`src/design/wic_cfg.svh`:
```
// Constants for the wake input control block: offsets, fields, resets, timing.
// Assumes a 10 MHz system clock and an APB slave with 32-bit data.
`ifndef WIC_CFG_SVH
`define WIC_CFG_SVH

// --------------------------------------------------------------------------
// Register offsets (byte addresses)
// --------------------------------------------------------------------------
`define WIC_OFS_BIAS 12'h000
`define WIC_OFS_SRC 12'h004
`define WIC_OFS_MEAS 12'h008
`define WIC_OFS_EVT 12'h00C
`define WIC_OFS_LVL 12'h010
`define WIC_OFS_MASK 12'h014
`define WIC_OFS_MODE 12'h018

// --------------------------------------------------------------------------
// Field encodings and resets
// --------------------------------------------------------------------------
`define WIC_BIAS_NONE 2'h0
`define WIC_BIAS_DOWN 2'h1
`define WIC_BIAS_UP 2'h2
`define WIC_BIAS_AUTO 2'h3
`define WIC_SRC_WAKE_EN 0
`define WIC_SRC_CYCLIC 1
`define WIC_SRC_OTHER 2
`define WIC_MEAS_EN 0
`define WIC_MEAS_FO_TEST 1
`define WIC_EVT_PIN 0
`define WIC_EVT_CMD_FAIL 1
`define WIC_MODE_SLEEP_REQ 0

// --------------------------------------------------------------------------
// Timing
// --------------------------------------------------------------------------
`define WIC_CLK_HZ 10000000
`define WIC_FILT_TIME_US 16
`define WIC_FILT_CYC ((`WIC_FILT_TIME_US * `WIC_CLK_HZ) / 1000000)

`endif

```
`src/design/wic_pkg.sv`:
```
// Types for the wake input control block.
// Assumes wic_cfg.svh supplies all numeric constants.
package wic_pkg;
  typedef enum logic [1:0] {
    WIC_MODE_NORMAL,
    WIC_MODE_STOP,
    WIC_MODE_SLEEP,
    WIC_MODE_RESTART
  } wic_mode_e;
  typedef logic [31:0] wic_word_t;
  typedef logic [7:0] wic_cnt_t;
endpackage

```
`src/design/wic_wake_ctrl.sv`:
```
// Wake input control: bias select, filter, cyclic sense, measurement gating.
// Assumes synchronous comparator level, APB master, 10 MHz clock.
//
// The APB slave port and the register offsets were decided locally.
`timescale 1ns/10ps
`include "wic_cfg.svh"

// How it works
// Bias code 00 enables no current source; reset value.
// Bias code 01 enables only the pull-down source.
// Bias code 10 enables only the pull-up source.
// Bias code 11 follows detected level: high pull-up, low pull-down.
// Cyclic sense samples only while timer high-side switch is on.
// Software must set the general purpose pin as timer high-side switch.
// Measurement enable disables fail output, its test, GPIO and wake.
// Measurement enable turns off both sources and blocks wake signal.
// Measurement enable ignores wake settings, yet writes still land.
// Measurement enable blocks the pin event bit and clears level status.
// Sleep request with measurement and pin-only wake: fail flag, restart.
// Wake filter nominal 16 us, from the internal clock.
// Each crossing restarts the filter; level accepted when it expires.
// Both edges are wake events: interrupt awake, wake-up asleep.
// Pin wake sets event bit; present level shows in level status.
// Automatic mode chooses source from the accepted filtered level.
// Bias changes reach the source enables two cycles after the write.
module wic_wake_ctrl (
  // Clock and reset
  input wire logic ref_clk_in,
  input wire logic sys_rst_in,
  // APB slave
  input wire logic psel_in,
  input wire logic penable_in,
  input wire logic pwrite_in,
  input wire logic [11:0] paddr_in,
  input wire wic_pkg::wic_word_t pwdata_in,
  output wic_pkg::wic_word_t prdata_out,
  output logic pready_out,
  output logic pslverr_out,
  // Wake pin and timer switch
  input wire logic wake_input_in,
  input wire logic high_side_switch_on_in,
  // Device mode
  input wire wic_pkg::wic_mode_e mode_in,
  // Outputs to analog and system
  output logic pull_up_en_out,
  output logic pull_down_en_out,
  output logic wake_signal_out,
  output logic fail_output_en_out,
  output logic gpio_en_out,
  output logic fail_out_test_on_out,
  output logic wake_up_req_out,
  output logic restart_req_out,
  output logic irq_out
);
  import wic_pkg::*;

  // ------------------------------------------------------------------------
  // State
  // ------------------------------------------------------------------------
  typedef struct packed {
    logic [1:0] wake_bias_select;
    logic [2:0] wake_source_control;
    logic [1:0] meas;
    logic [1:0] wake_event_status;
    logic [1:0] mask;
    logic wake_level_status;
    logic filt_level;
    logic raw_prev;
    wic_cnt_t filt_cnt;
    logic cyc_level;
    logic cyc_valid;
    logic pull_up;
    logic pull_down;
    logic wake_up_req;
    logic restart_req;
    wic_word_t rdata;
  } wic_state_s;

  wic_state_s state_reg;
  wic_state_s state_next;

  logic meas_on;
  logic apb_wr;
  logic apb_rd;
  logic gated_in;
  logic accept;
  logic sample;
  logic pin_event;
  logic asleep;
  wic_word_t rd_mux;

  always_comb begin
    meas_on = state_reg.meas[`WIC_MEAS_EN];
    apb_wr = psel_in && penable_in && pwrite_in;
    apb_rd = psel_in && !penable_in && !pwrite_in;
    // Measurement blocks the internal wake path entirely
    gated_in = wake_input_in && !meas_on;
    asleep = (mode_in == WIC_MODE_SLEEP);
    rd_mux = 32'h0000_0000;
    case (paddr_in)
      `WIC_OFS_BIAS: rd_mux = {30'h0, state_reg.wake_bias_select};
      `WIC_OFS_SRC: rd_mux = {29'h0, state_reg.wake_source_control};
      `WIC_OFS_MEAS: rd_mux = {30'h0, state_reg.meas};
      `WIC_OFS_EVT: rd_mux = {30'h0, state_reg.wake_event_status};
      `WIC_OFS_LVL: rd_mux = {31'h0, state_reg.wake_level_status};
      `WIC_OFS_MASK: rd_mux = {30'h0, state_reg.mask};
      default: rd_mux = 32'h0000_0000;
    endcase
  end

  // ------------------------------------------------------------------------
  // Next state
  // ------------------------------------------------------------------------
  always_comb begin
    state_next = state_reg;
    state_next.wake_up_req = 1'b0;
    state_next.restart_req = 1'b0;
    accept = 1'b0;
    sample = 1'b0;
    pin_event = 1'b0;

    // Static filter: any crossing restarts the interval
    state_next.raw_prev = gated_in;
    if (gated_in != state_reg.raw_prev) begin
      state_next.filt_cnt = 8'h00;
    end else if (state_reg.filt_cnt < 8'(`WIC_FILT_CYC)) begin
      state_next.filt_cnt = state_reg.filt_cnt + 8'h01;
    end
    if (state_reg.filt_cnt == 8'(`WIC_FILT_CYC - 1) && gated_in == state_reg.raw_prev
        && state_reg.raw_prev != state_reg.filt_level) begin
      accept = 1'b1;
      state_next.filt_level = state_reg.raw_prev;
    end

    // Cyclic sense takes the level only during switch on-time
    if (state_reg.wake_source_control[`WIC_SRC_CYCLIC]) begin
      sample = high_side_switch_on_in && !meas_on;
      if (sample) begin
        state_next.cyc_valid = 1'b1;
        state_next.cyc_level = gated_in;
        pin_event = state_reg.cyc_valid && (gated_in != state_reg.cyc_level);
      end
    end else begin
      state_next.cyc_valid = 1'b0;
      pin_event = accept;
    end

    // Level status forced low while measuring; otherwise live or cyclic-sampled level
    if (meas_on) begin
      state_next.wake_level_status = 1'b0;
    end else begin
      state_next.wake_level_status = state_reg.wake_source_control[`WIC_SRC_CYCLIC] ?
                                     state_next.cyc_level : gated_in;
    end

    // Bias selection, ignored while measuring
    state_next.pull_up = 1'b0;
    state_next.pull_down = 1'b0;
    if (!meas_on) begin
      case (state_reg.wake_bias_select)
        `WIC_BIAS_NONE: state_next.pull_up = 1'b0;
        `WIC_BIAS_DOWN: state_next.pull_down = 1'b1;
        `WIC_BIAS_UP: state_next.pull_up = 1'b1;
        `WIC_BIAS_AUTO: begin
          // Filtered level avoids toggling on noise
          state_next.pull_up = state_reg.filt_level;
          state_next.pull_down = !state_reg.filt_level;
        end
        default: state_next.pull_up = 1'b0;
      endcase
    end

    // Register writes; settings accepted even while measuring
    if (apb_wr) begin
      case (paddr_in)
        `WIC_OFS_BIAS: state_next.wake_bias_select = pwdata_in[1:0];
        `WIC_OFS_SRC: state_next.wake_source_control = pwdata_in[2:0];
        `WIC_OFS_MEAS: state_next.meas = pwdata_in[1:0];
        `WIC_OFS_EVT: state_next.wake_event_status = state_reg.wake_event_status
                                                     & ~pwdata_in[1:0];
        `WIC_OFS_MASK: state_next.mask = pwdata_in[1:0];
        `WIC_OFS_MODE: begin
          // Pin is the only wake source but it is blocked
          if (pwdata_in[`WIC_MODE_SLEEP_REQ] && meas_on
              && state_reg.wake_source_control[`WIC_SRC_WAKE_EN]
              && !state_reg.wake_source_control[`WIC_SRC_OTHER]) begin
            state_next.wake_event_status[`WIC_EVT_CMD_FAIL] = 1'b1;
            state_next.restart_req = 1'b1;
          end
        end
        default: state_next.mask = state_reg.mask;
      endcase
    end

    // Event set wins over a same-cycle clear
    if (pin_event && !meas_on && state_reg.wake_source_control[`WIC_SRC_WAKE_EN]) begin
      state_next.wake_event_status[`WIC_EVT_PIN] = 1'b1;
      state_next.wake_up_req = asleep;
    end

    state_next.rdata = apb_rd ? rd_mux : state_reg.rdata;
  end

  // ------------------------------------------------------------------------
  // Registers
  // ------------------------------------------------------------------------
  always_ff @(posedge ref_clk_in) begin
    if (sys_rst_in) begin
      state_reg <= '0;
    end else begin
      state_reg <= state_next;
    end
  end

  // ------------------------------------------------------------------------
  // Outputs
  // ------------------------------------------------------------------------
  assign prdata_out = state_reg.rdata;
  assign pready_out = 1'b1;
  assign pslverr_out = 1'b0;
  assign pull_up_en_out = state_reg.pull_up;
  assign pull_down_en_out = state_reg.pull_down;
  assign wake_signal_out = state_reg.filt_level;
  assign fail_output_en_out = !state_reg.meas[`WIC_MEAS_EN];
  assign gpio_en_out = !state_reg.meas[`WIC_MEAS_EN];
  assign fail_out_test_on_out = state_reg.meas[`WIC_MEAS_FO_TEST]
                                && !state_reg.meas[`WIC_MEAS_EN];
  assign wake_up_req_out = state_reg.wake_up_req;
  assign restart_req_out = state_reg.restart_req;
  // Interrupt only in awake modes
  assign irq_out = |(state_reg.wake_event_status & state_reg.mask)
                   && (mode_in == WIC_MODE_NORMAL || mode_in == WIC_MODE_STOP);
endmodule

```
`config.mk`:
```
export PLATFORM = sky130hd
export DESIGN_NAME = wic_wake_ctrl
export DESIGN_NICKNAME = d
export VERILOG_FILES = /design/src/design/wic_pkg.sv /design/src/design/wic_wake_ctrl.sv
export VERILOG_INCLUDE_DIRS = /design/src /design/src/design
export SDC_FILE = /design/constraint.sdc
export NUM_CORES = 1
export LEC_CHECK = 0
export BUFFER_PORTS_ARGS = -buffer_cell sky130_fd_sc_hd__buf_4
export CELL_PAD_IN_SITES_DETAIL_PLACEMENT = 1
export CELL_PAD_IN_SITES_GLOBAL_PLACEMENT = 1
export CORE_MARGIN = 1.5
export CORE_UTILIZATION = 33
export CTS_BUF_LIST = sky130_fd_sc_hd__clkbuf_4
export DETAILED_ROUTE_END_ITERATION = 10
export PLACE_DENSITY = 0.9
export SYNTH_ARGS = -nofsm -noshare
export SYNTH_HDL_FRONTEND = slang
export SYNTH_SLANG_ARGS = --single-unit
export TNS_END_PERCENT = 10
```
`constraint.sdc`:
```
create_clock -name ref_clk_in -period 1.8 [get_ports ref_clk_in]
set_input_delay 0.18 -clock ref_clk_in [delete_from_list [all_inputs] [get_ports ref_clk_in]]
set_output_delay 0.18 -clock ref_clk_in [all_outputs]
set_load 0.05 [all_outputs]
```
==> results of run 1 <==
==> cells by family (layout without fill, tap and decap cells) <==
group,Yosys count,in the layout,share of synthesized area
AND/OR/NAND/NOR,78,78,0.269
buffers and inverters,46,54,0.173
flip-flops,31,31,0.337
AO/OA/AOI/OAI,30,30,0.102
multiplexers,13,13,0.0706
XOR/XNOR,8,8,0.0380
other,2,31,0.00407
adder cells (fa/ha/maj),1,1,0.00679
==> area by class of cell <==
cell class / instances / share of cell area
multi-input cells: 161 / 0.479
repair buffers: 42 / 0.150
clock buffers: 7 / 0.0249
clock inverters: 1 / 0.00237
inverters: 4 / 0.00710
flip-flops and latches: 31 / 0.294
well taps: 72 / 0.0426
==> metrics by stage <==
step	util	cells	worst slack (ns)
2_1_floorplan	-	238	0.219
3_3_place_gp	0.376	309	0.0435
3_5_place_dp	0.376	309	0.0433
4_1_cts	0.389	318	0.269
5_1_grt	0.389	318	0.134
6_report	0.389	318	0.271
==> report_power, final <==
| part | switching [W] | internal (W) | total, W |
|---|---|---|---|
| combinational | 0.000205 | 0.0000622 | 0.000267 |
| sequential | 0.00000566 | 0.000691 | 0.000697 |
| clock | 0.000231 | 0.000182 | 0.000413 |
==> critical path: stages (launching register included) <==
cell	delay [ns]
dfxtp_1	0.38
ha_1	0.23
nand4_1	0.18
a2111oi_0	0.37
o21ai_0	0.15
a21oi_1	0.16
==> placed cells by master (no fill, tap or decap), types with 7 or more instances in the layout <==
cell type / count
nor2_1: 15
clkbuf_4: 7
nand4_1: 7
buf_4: 41
dfxtp_1: 31
mux2i_1: 13
a21oi_1: 10
nand2b_1: 11
nand2_1: 7
conb_1: 31
==> metal layers <==
layer | routed length, um | GRT usage
met1 | 1890 | 0.174
met2 | 2140 | 0.255
met3 | 196 | 0.0247
met4 | 55 | 0.0509
met5 | 0 | 0
==> worst min-delay path by stage <==
stage	startpoint	end	slack, ns	depth (start not counted)
2_1_floorplan	mode_in[0]	wake_up_req_out	0.26	1
3_3_place_gp	mode_in[0]	wake_up_req_out	0.34	2
3_5_place_dp	mode_in[0]	wake_up_req_out	0.35	2
4_1_cts	sys_rst_in	state_reg[54]	0.09	2
5_1_grt	sys_rst_in	state_reg[54]	0.11	2
6_report	sys_rst_in	meas_on	0.11	2
==> timing repair <==
item,in CTS,in global routing
hold endpoints to repair,1,0
gates resized for setup,0,0
hold buffers,1,0
setup endpoints to repair,0,0
==> results_dict.tcl, run 1 <==
set metrics [dict create \
    outcome "completed" \
    yosysWarnings 0 \
    synth.top_cell.area_share 0.337 \
    total_power_w 0.00138 \
    path_class "register to register" \
    worstSetupStartpointType "register" \
    num_io_pins 96 \
    num_rows 27 \
    synth_seq_cells 31 \
    slew_viol_final 0 \
    grt_setup_unrepaired "no" \
    cts-root-buf "clkbuf_4" \
    worst_pin_slew_ns 0.622 \
    dr.pass1.iters 4 \
    crit_end "wake_signal_out" \
    synth_area_leaders "dfxtp_1 (34%), buf_4 (14%), mux2i_1 (7.1%)" \
    yosys.area.top_type "dfxtp_1" \
    die_height_um 77.7 \
    place_area_sq_um 2050 \
    timing.rr.start "state_reg[38]" \
    grt_overflow_total 0 \
    fin_crit_sh 0.849 \
    nNetsFinal 299 \
    numClockSinks 31 \
    syn2layout_area_growth_pct 14.7 \
    period_minus_slack_ns 1.53 \
    largest_register_ffs 22 \
    synth.avg_cell_area_sq_um 8.82 \
    synth_async_sr_flop_share 0 \
    multi_input_comb_area_sq_um 1010 \
    cts_max_level 2 \
    clk_pin_slew_worst_paths_ns 0.09 \
    hold_violations 0 \
    hold-worst-slack_ns 0.106 \
    clock-skew-final_ns 0.00875 \
    max_freq_ghz 0.654 \
    worstPathRequired_ns 2.06 \
    p_per_area_nw_per_um2 651 \
    worst_ep_arrival_time_ns 1.79 \
    rr_worst_depth 5 \
    yosysMostFrequentCell "buf_4" \
    fillers 656 \
    vdd_drop_max_v 0.000204 \
    fin_setup_tns_ns 0 \
    syn_area_sq_um 1840 \
    cts_buffers 5 \
    place_congestion 0.799 \
    vias 1505 \
    grt_pass1_vias 1522 \
    drc 0 \
    clk_latency_ns 0.33 \
    grt_pass1_wl_mm 7.00 \
    cts_tree "built" \
    routedWlPerCell_um 13.5 \
    slew_headroom 0.575 \
    core_sq_um 5440 \
    setup_violations 0 \
    synth-edff-count 0 \
    crit_fanout 4 \
    drive_gt1_frac 0.240 \
    synth_cell_types 44 \
    dp_hpwl_mm 3.21 \
    drt-total-wl_mm 4.28 \
    regArea_sq_um 621 \
    antenna_found_initial 0 \
    ff2ff_setup_slack_ns 0.27 \
    max_cap_viol_count 0 \
    track_usage 0.144 \
    yosysSeqAreaShare 0.337 \
    reg2reg_to "wake_signal_out" \
    hp-class "input port to register" \
    ys.flop_type "dfxtp_1" \
    num_antenna_cells 0 \
    ant_nets 0 \
    io_buffers 35 \
    postSynthCellCount 209 \
    post-cts-setup-buffers 0 \
    p_leak_nw 0.879 \
    vias_per_cell 4.73 \
    final_cell_area_sq_um 2110 \
    crit_path_end_kind "register" \
    netlist_top_cells_count "buf_4 (35), dfxtp_1 (31), nor2_1 (15)" \
    grt_max_degree 14 \
    dieArea_sq_um 6040 \
    start_util 0.339 \
    clockBufferDepth 2 \
    drt_iter0_drc 58 \
    die_w_um 77.7 \
    worstSetupStartpoint "state_reg[38]" \
]
No activity file was read; power rests on OpenSTA's default activity.
==> run 2, diff against run 1 <==
- ABC_AREA: not set -> 1
- CORE_UTILIZATION: 33 -> 28
- PLACE_DENSITY: 0.9 -> 0.86
- clock period: 1.8 -> 1.4 ns (I/O delays scaled with it)
==> run 2 against run 1 <==
Net effect:
- clock skew is 0.0025 ns higher
- sequential power is 29% higher
- global-route usage is 1.6 points lower
- total power is 27% higher
- register-to-register slack worse by 0.14 ns
- core utilization is 5.0 points lower
- die area is 12% higher
- sequential cell count stayed put
- setup slack worse by 0.16 ns
- synthesized cell count is 16% higher
- clock power is 21% higher
- critical path type is now register to primary output
- largest power group unchanged
==> results_dict.tcl, run 2 <==
set metrics [dict create \
    outcome "completed" \
    worstPathRequired_ns 1.26 \
    synth_area_leaders "dfxtp_1 (35%), buf_4 (15%), nand3_1 (6.8%)" \
    largest_register_ffs 22 \
    nNetsFinal 335 \
    critPathSlowestCell "dfxtp_1" \
    synth_async_sr_flop_share 0 \
    grt_max_degree 13 \
    post-cts-setup-buffers 0 \
    synth.avg_cell_area_sq_um 7.22 \
    final_common_cell "buf_4" \
    cts_max_level 2 \
    ys.flop_type "dfxtp_1" \
    max_cap_viol_count 0 \
    dp_hpwl_mm 3.36 \
    postSynthCellCount 243 \
    min_delay_worst_endpoint "wake_up_req_out" \
    netlist_top_cells_count "buf_4 (36), dfxtp_1 (31), nor2_1 (31)" \
    max_freq_ghz 0.774 \
    layout_common_cells "buf_4 (40), nor2_1 (31), conb_1 (31)" \
    dieArea_sq_um 6750 \
    worstHoldStart "mode_in[0]" \
    period_minus_slack_ns 1.29 \
    track_usage 0.128 \
    cts-root-buf "clkbuf_4" \
    synth-simple-area-share 0.260 \
    path_class "register to primary output" \
    vdd_drop_max_v 0.000281 \
    antenna_found_initial 0 \
    ant_nets 0 \
    cts_resized 0 \
    yosysSeqAreaShare 0.354 \
    io_buffers 35 \
    dr.pass1.iters 4 \
    syn2layout_area_growth_pct 15.7 \
    hold_path_depth 4 \
    cts_tree "built" \
    synth_top_family_by_area "simple AND/OR/NAND/NOR gates" \
    cts_hold_buf 0 \
    crit_path_end_kind "primary output" \
    drive_gt1_frac 0.214 \
    synth_compound_area_frac 0.119 \
    rr_worst_depth 7 \
    synth.top_cell.area_share 0.354 \
    grtUsageMet2 0.207 \
    grt_setup_unrepaired "no" \
    gr-usage-met1 0.164 \
    worstSetupStartpointType "register" \
    clockBufferDepth 2 \
    fin_crit_sh 0.923 \
    p_per_area_nw_per_um2 860 \
    synth_cell_types 31 \
    cpPeakStageDelay_ns 0.39 \
    grt_pass1_vias 1457 \
    yosysMostFrequentCell "buf_4" \
    yosys.area.top_type "dfxtp_1" \
    crit_fanout 3 \
    grt_pass1_wl_mm 6.61 \
    syn_area_sq_um 1760 \
    die_w_um 82.2 \
    drt_iter0_drc 59 \
    synth-xor-area-share 0.0292 \
    hold_violations 0 \
    vias_per_cell 4.41 \
    clock-skew-final_ns 0.0113 \
    fin_setup_tns_ns 0 \
    p_leak_nw 0.941 \
    grt.busiest_layer "met2" \
    die_height_um 82.2 \
    yosysWarnings 0 \
    synthAdderAreaFrac 0.00713 \
    drc 0 \
    clk_latency_ns 0.34 \
    clk_pin_slew_worst_paths_ns 0.09 \
    start_util 0.293 \
    num_rows 28 \
    path_cells "nand2_1 > a21oi_1 > buf_4" \
    vias 1564 \
    drt-total-wl_mm 4.13 \
    worst_ep_arrival_time_ns 1.15 \
    slew_viol_final 0 \
    reg2reg_to "state_reg[44]" \
    place_congestion 0.811 \
    num_io_pins 96 \
    numClockSinks 31 \
    ff2ff_setup_slack_ns 0.13 \
    grt_overflow_total 0 \
    routedWlPerCell_um 11.6 \
    use_met3 0.0242 \
    synth_seq_cells 31 \
    final_core_util 0.339 \
    hp-class "input port to register" \
    timing.rr.start "state_reg[43]" \
    cts_buffers 5 \
    synth-edff-count 0 \
    setup_violations 0 \
    num_antenna_cells 0 \
    synthMuxAreaShare 0.0121 \
    core_sq_um 5990 \
]
[run 2: cell count changes after synthesis, moves of 5 or more]
cell | before | now
inv_1 | 4 | 25
nand3_1 | 3 | 24
nand2_1 | 7 | 27
nor2_1 | 15 | 31
mux2i_1 | 13 | 1
o21ai_0 | 3 | 15
nand2b_1 | 11 | 0
a21oi_1 | 10 | 18
nand4_1 | 7 | 2
nor2_2 | 0 | 5
nor2b_1 | 5 | 0
o21ai_1 | 5 | 0
xor2_1 | 6 | 1
[run 2: cell families (layout without fill, tap and decap cells)]
| kind of cell | Yosys count | count (layout) |
|---|---|---|
| xor gates and xnor gates | 5 | 5 |
| other | 2 | 31 |
| and+or+nand+nor | 99 | 99 |
| muxes | 2 | 2 |
| DFF | 31 | 31 |
| adders and majority gates | 1 | 1 |
| buffers and inverters | 64 | 72 |
| AOI/OAI and AO/OA | 39 | 39 |
[run 2: cell type report]
cell class                 count  area, sq um
fill                         757         3960
sequential                    31          622
multi-input combinational    177          872
tap                           75         93.8
clock buffer                   6         45.0
timing repair buffer          40          300
inverter                      26         97.6
[run 2: power by group]
part	switching, W	internal [W]
sequential	0.00000786	0.000891
combinational	0.000269	0.0000786
clock	0.000302	0.000198
[run 2: metal layers]
| layer | vias to the layer above | routed length (um) |
|---|---|---|
| met2 | 48 | 1930 |
| met5 | - | 0 |
| met3 | 5 | 188 |
| li1 | 793 | - |
| met4 | 0 | 71 |
| met1 | 718 | 1950 |
[run 2: worst max path at each step]
stage / slack, ns / to / startpoint / depth (start not counted)
5_1_grt: 0.03 / irq_out / state_reg[52] / 3
6_report: 0.11 / irq_out / state_reg[51] / 3
2_1_floorplan: 0.1 / irq_out / state_reg[51] / 2
4_1_cts: 0.05 / gpio_en_out / meas_on / 3
3_3_place_gp: 0.07 / state_reg[58] / paddr_in[11] / 8
3_5_place_dp: 0.02 / state_reg[58] / paddr_in[11] / 8
[run 2: stage by stage]
stage	power, W	instances	worst slack [ns]	hold slack [ns]	area [sq um]
after floorplan	0.00125	272	0.0992	0.265	1860
after global placement	0.00126	349	0.0707	0.383	1980
after detailed placement	0.00126	349	0.0239	0.393	1980
after CTS	0.00177	355	0.0498	0.0275	2020
after global routing	0.00183	355	0.0258	0.0329	2030
final	0.00175	355	0.108	0.0375	2030
[run 2: critical path: cells and delay by family (launching register included)]
kind / cells / cell delay [ns]
flip-flops: 1 / 0.39
buffers and inverters: 1 / 0.21
AO/OA/AOI/OAI: 1 / 0.14
AND/OR/NAND/NOR: 1 / 0.07
==> run 3, diff against run 2 <==
- CORE_UTILIZATION: 28 -> 31
- PLACE_DENSITY: 0.86 -> 0.9
- clock period: 1.4 -> 1.35 ns (I/O delays scaled with it)
==> run 3 against run 2 <==
Net effect:
- clock skew barely moved
- total power rose by 4.8%
- setup slack got worse by 0.043 ns
- critical endpoint is now gpio_en_out
==> results_dict.tcl, run 3 (synthesized netlist as in run 2, its figures left out) <==
set metrics [dict create \
    outcome "completed" \
    worst_ep_arrival_time_ns 1.15 \
    worstSetupStartpointType "register" \
    p_per_area_nw_per_um2 883 \
    cts-root-buf "clkbuf_4" \
    track_usage 0.144 \
    clk_latency_ns 0.35 \
    routedWlPerCell_um 11.8 \
    grt_overflow_total 0 \
    layout_common_cells "buf_4 (42), nor2_1 (31), conb_1 (31)" \
    largest_register_ffs 22 \
    p_leak_nw 0.965 \
    crit_fanout 5 \
    dr.pass1.iters 4 \
    numClockSinks 31 \
    hp-class "input port to register" \
    fin_crit_sh 0.951 \
    grt.busiest_layer "met2" \
    clockBufferDepth 2 \
    num_io_pins 96 \
    gr-usage-met1 0.177 \
    start_util 0.321 \
    place_congestion 0.899 \
    fillers 726 \
    nNetsFinal 338 \
    crit_path_end_kind "primary output" \
    drt_iter0_drc 70 \
    antenna_found_initial 0 \
    hold_violations 0 \
    vias 1632 \
    vias_per_cell 4.57 \
    grtUsageMet2 0.244 \
    ant_nets 0 \
    max_freq_ghz 0.779 \
    io_buffers 35 \
    num_rows 27 \
    dp_hpwl_mm 3.35 \
    fin_setup_tns_ns 0 \
    hold-worst-slack_ns 0.0200 \
    core_sq_um 5470 \
    grt_pass1_vias 1532 \
    worstPathRequired_ns 1.22 \
    clk_pin_slew_worst_paths_ns 0.11 \
    path_class "register to primary output" \
    drc 0 \
    cts_buffers 5 \
    grt_max_degree 11 \
    cts_max_level 2 \
    grt_setup_unrepaired "yes" \
    dieArea_sq_um 6120 \
    syn2layout_area_growth_pct 18.0 \
    num_antenna_cells 0 \
    drive_gt1_frac 0.246 \
    period_minus_slack_ns 1.28 \
    setup_violations 0 \
    die_w_um 78.3 \
    use_met3 0.0279 \
    die_height_um 78.3 \
    max_cap_viol_count 0 \
    place_area_sq_um 1980 \
    drt-total-wl_mm 4.23 \
    slew_viol_final 0 \
    vdd_drop_max_v 0.000360 \
    clock-skew-final_ns 0.0116 \
    grt_pass1_wl_mm 6.95 \
    final_cell_area_sq_um 2070 \
    cts_tree "built" \
    final_common_cell "buf_4" \
]
run 3: cell count changes in the layout (fill, tap and decap cells not counted), sizes merged:
| cell | previous run | this run |
|---|---|---|
| clkinv | 0 | 3 |
| dlygate4sd3 | 0 | 1 |
| buf | 40 | 42 |
| clkbuf | 6 | 5 |
run 3: power by group:
group | internal [W] | total [W] | switching, W
sequential | 0.000923 | 0.000931 | 0.00000824
combinational | 0.0000835 | 0.000365 | 0.000282
clock | 0.000193 | 0.000534 | 0.000341
run 3: layout make-up:
class	instances	area, sq um	share of cell area
multi-input combinational	177	876	0.423
sequential	31	631	0.304
timing repair buffer	43	325	0.157
inverter	26	97.6	0.0471
tap	72	90.1	0.0435
clock buffer	5	37.5	0.0181
clock inverter	3	15.0	0.00725
run 3: per-layer routing:
layer | wire, um | part of all wire | vias up
met1 | 1830 | 0.43 | 780
met5 | 0 | 0 | -
met3 | 215 | 0.051 | 6
met4 | 74 | 0.017 | 0
li1 | - | - | 800
met2 | 2110 | 0.50 | 46
run 3: worst paths after layout:
check,startpoint,end,slack [ns],depth (start not counted)
setup / recovery,meas_on,gpio_en_out,0.07,3
hold / removal,pwdata_in[2],state_reg[57],0.02,3
setup reg to reg,meas_on,state_reg[51],0.10,8
hold reg to reg,state_reg[54],state_reg[54],0.49,2
run 3: worst max-delay path, stage by stage, from the launching register on:
cell and delay [ns]:
dfxtp_2 0.40, inv_2 0.08, buf_4 0.15, buf_4 0.18
run 3: metrics by stage:
| step | setup WS, ns | cells | power (W) | util |
|---|---|---|---|---|
| floorplan | 0.0542 | 272 | 0.00130 | - |
| global placement | 0.111 | 347 | 0.00130 | 0.362 |
| detailed placement | 0.0510 | 347 | 0.00131 | 0.362 |
| CTS | 0.00594 | 356 | 0.00185 | 0.374 |
| global route | -0.00602 | 357 | 0.00192 | 0.379 |
| finish | 0.0655 | 357 | 0.00183 | 0.379 |
run 3: timing repair:
item	CTS	global route
hold endpoints to repair	1	0
hold buffers	1	0
setup endpoints to repair	1	5
resized for setup	1	8
setup buffers	0	1
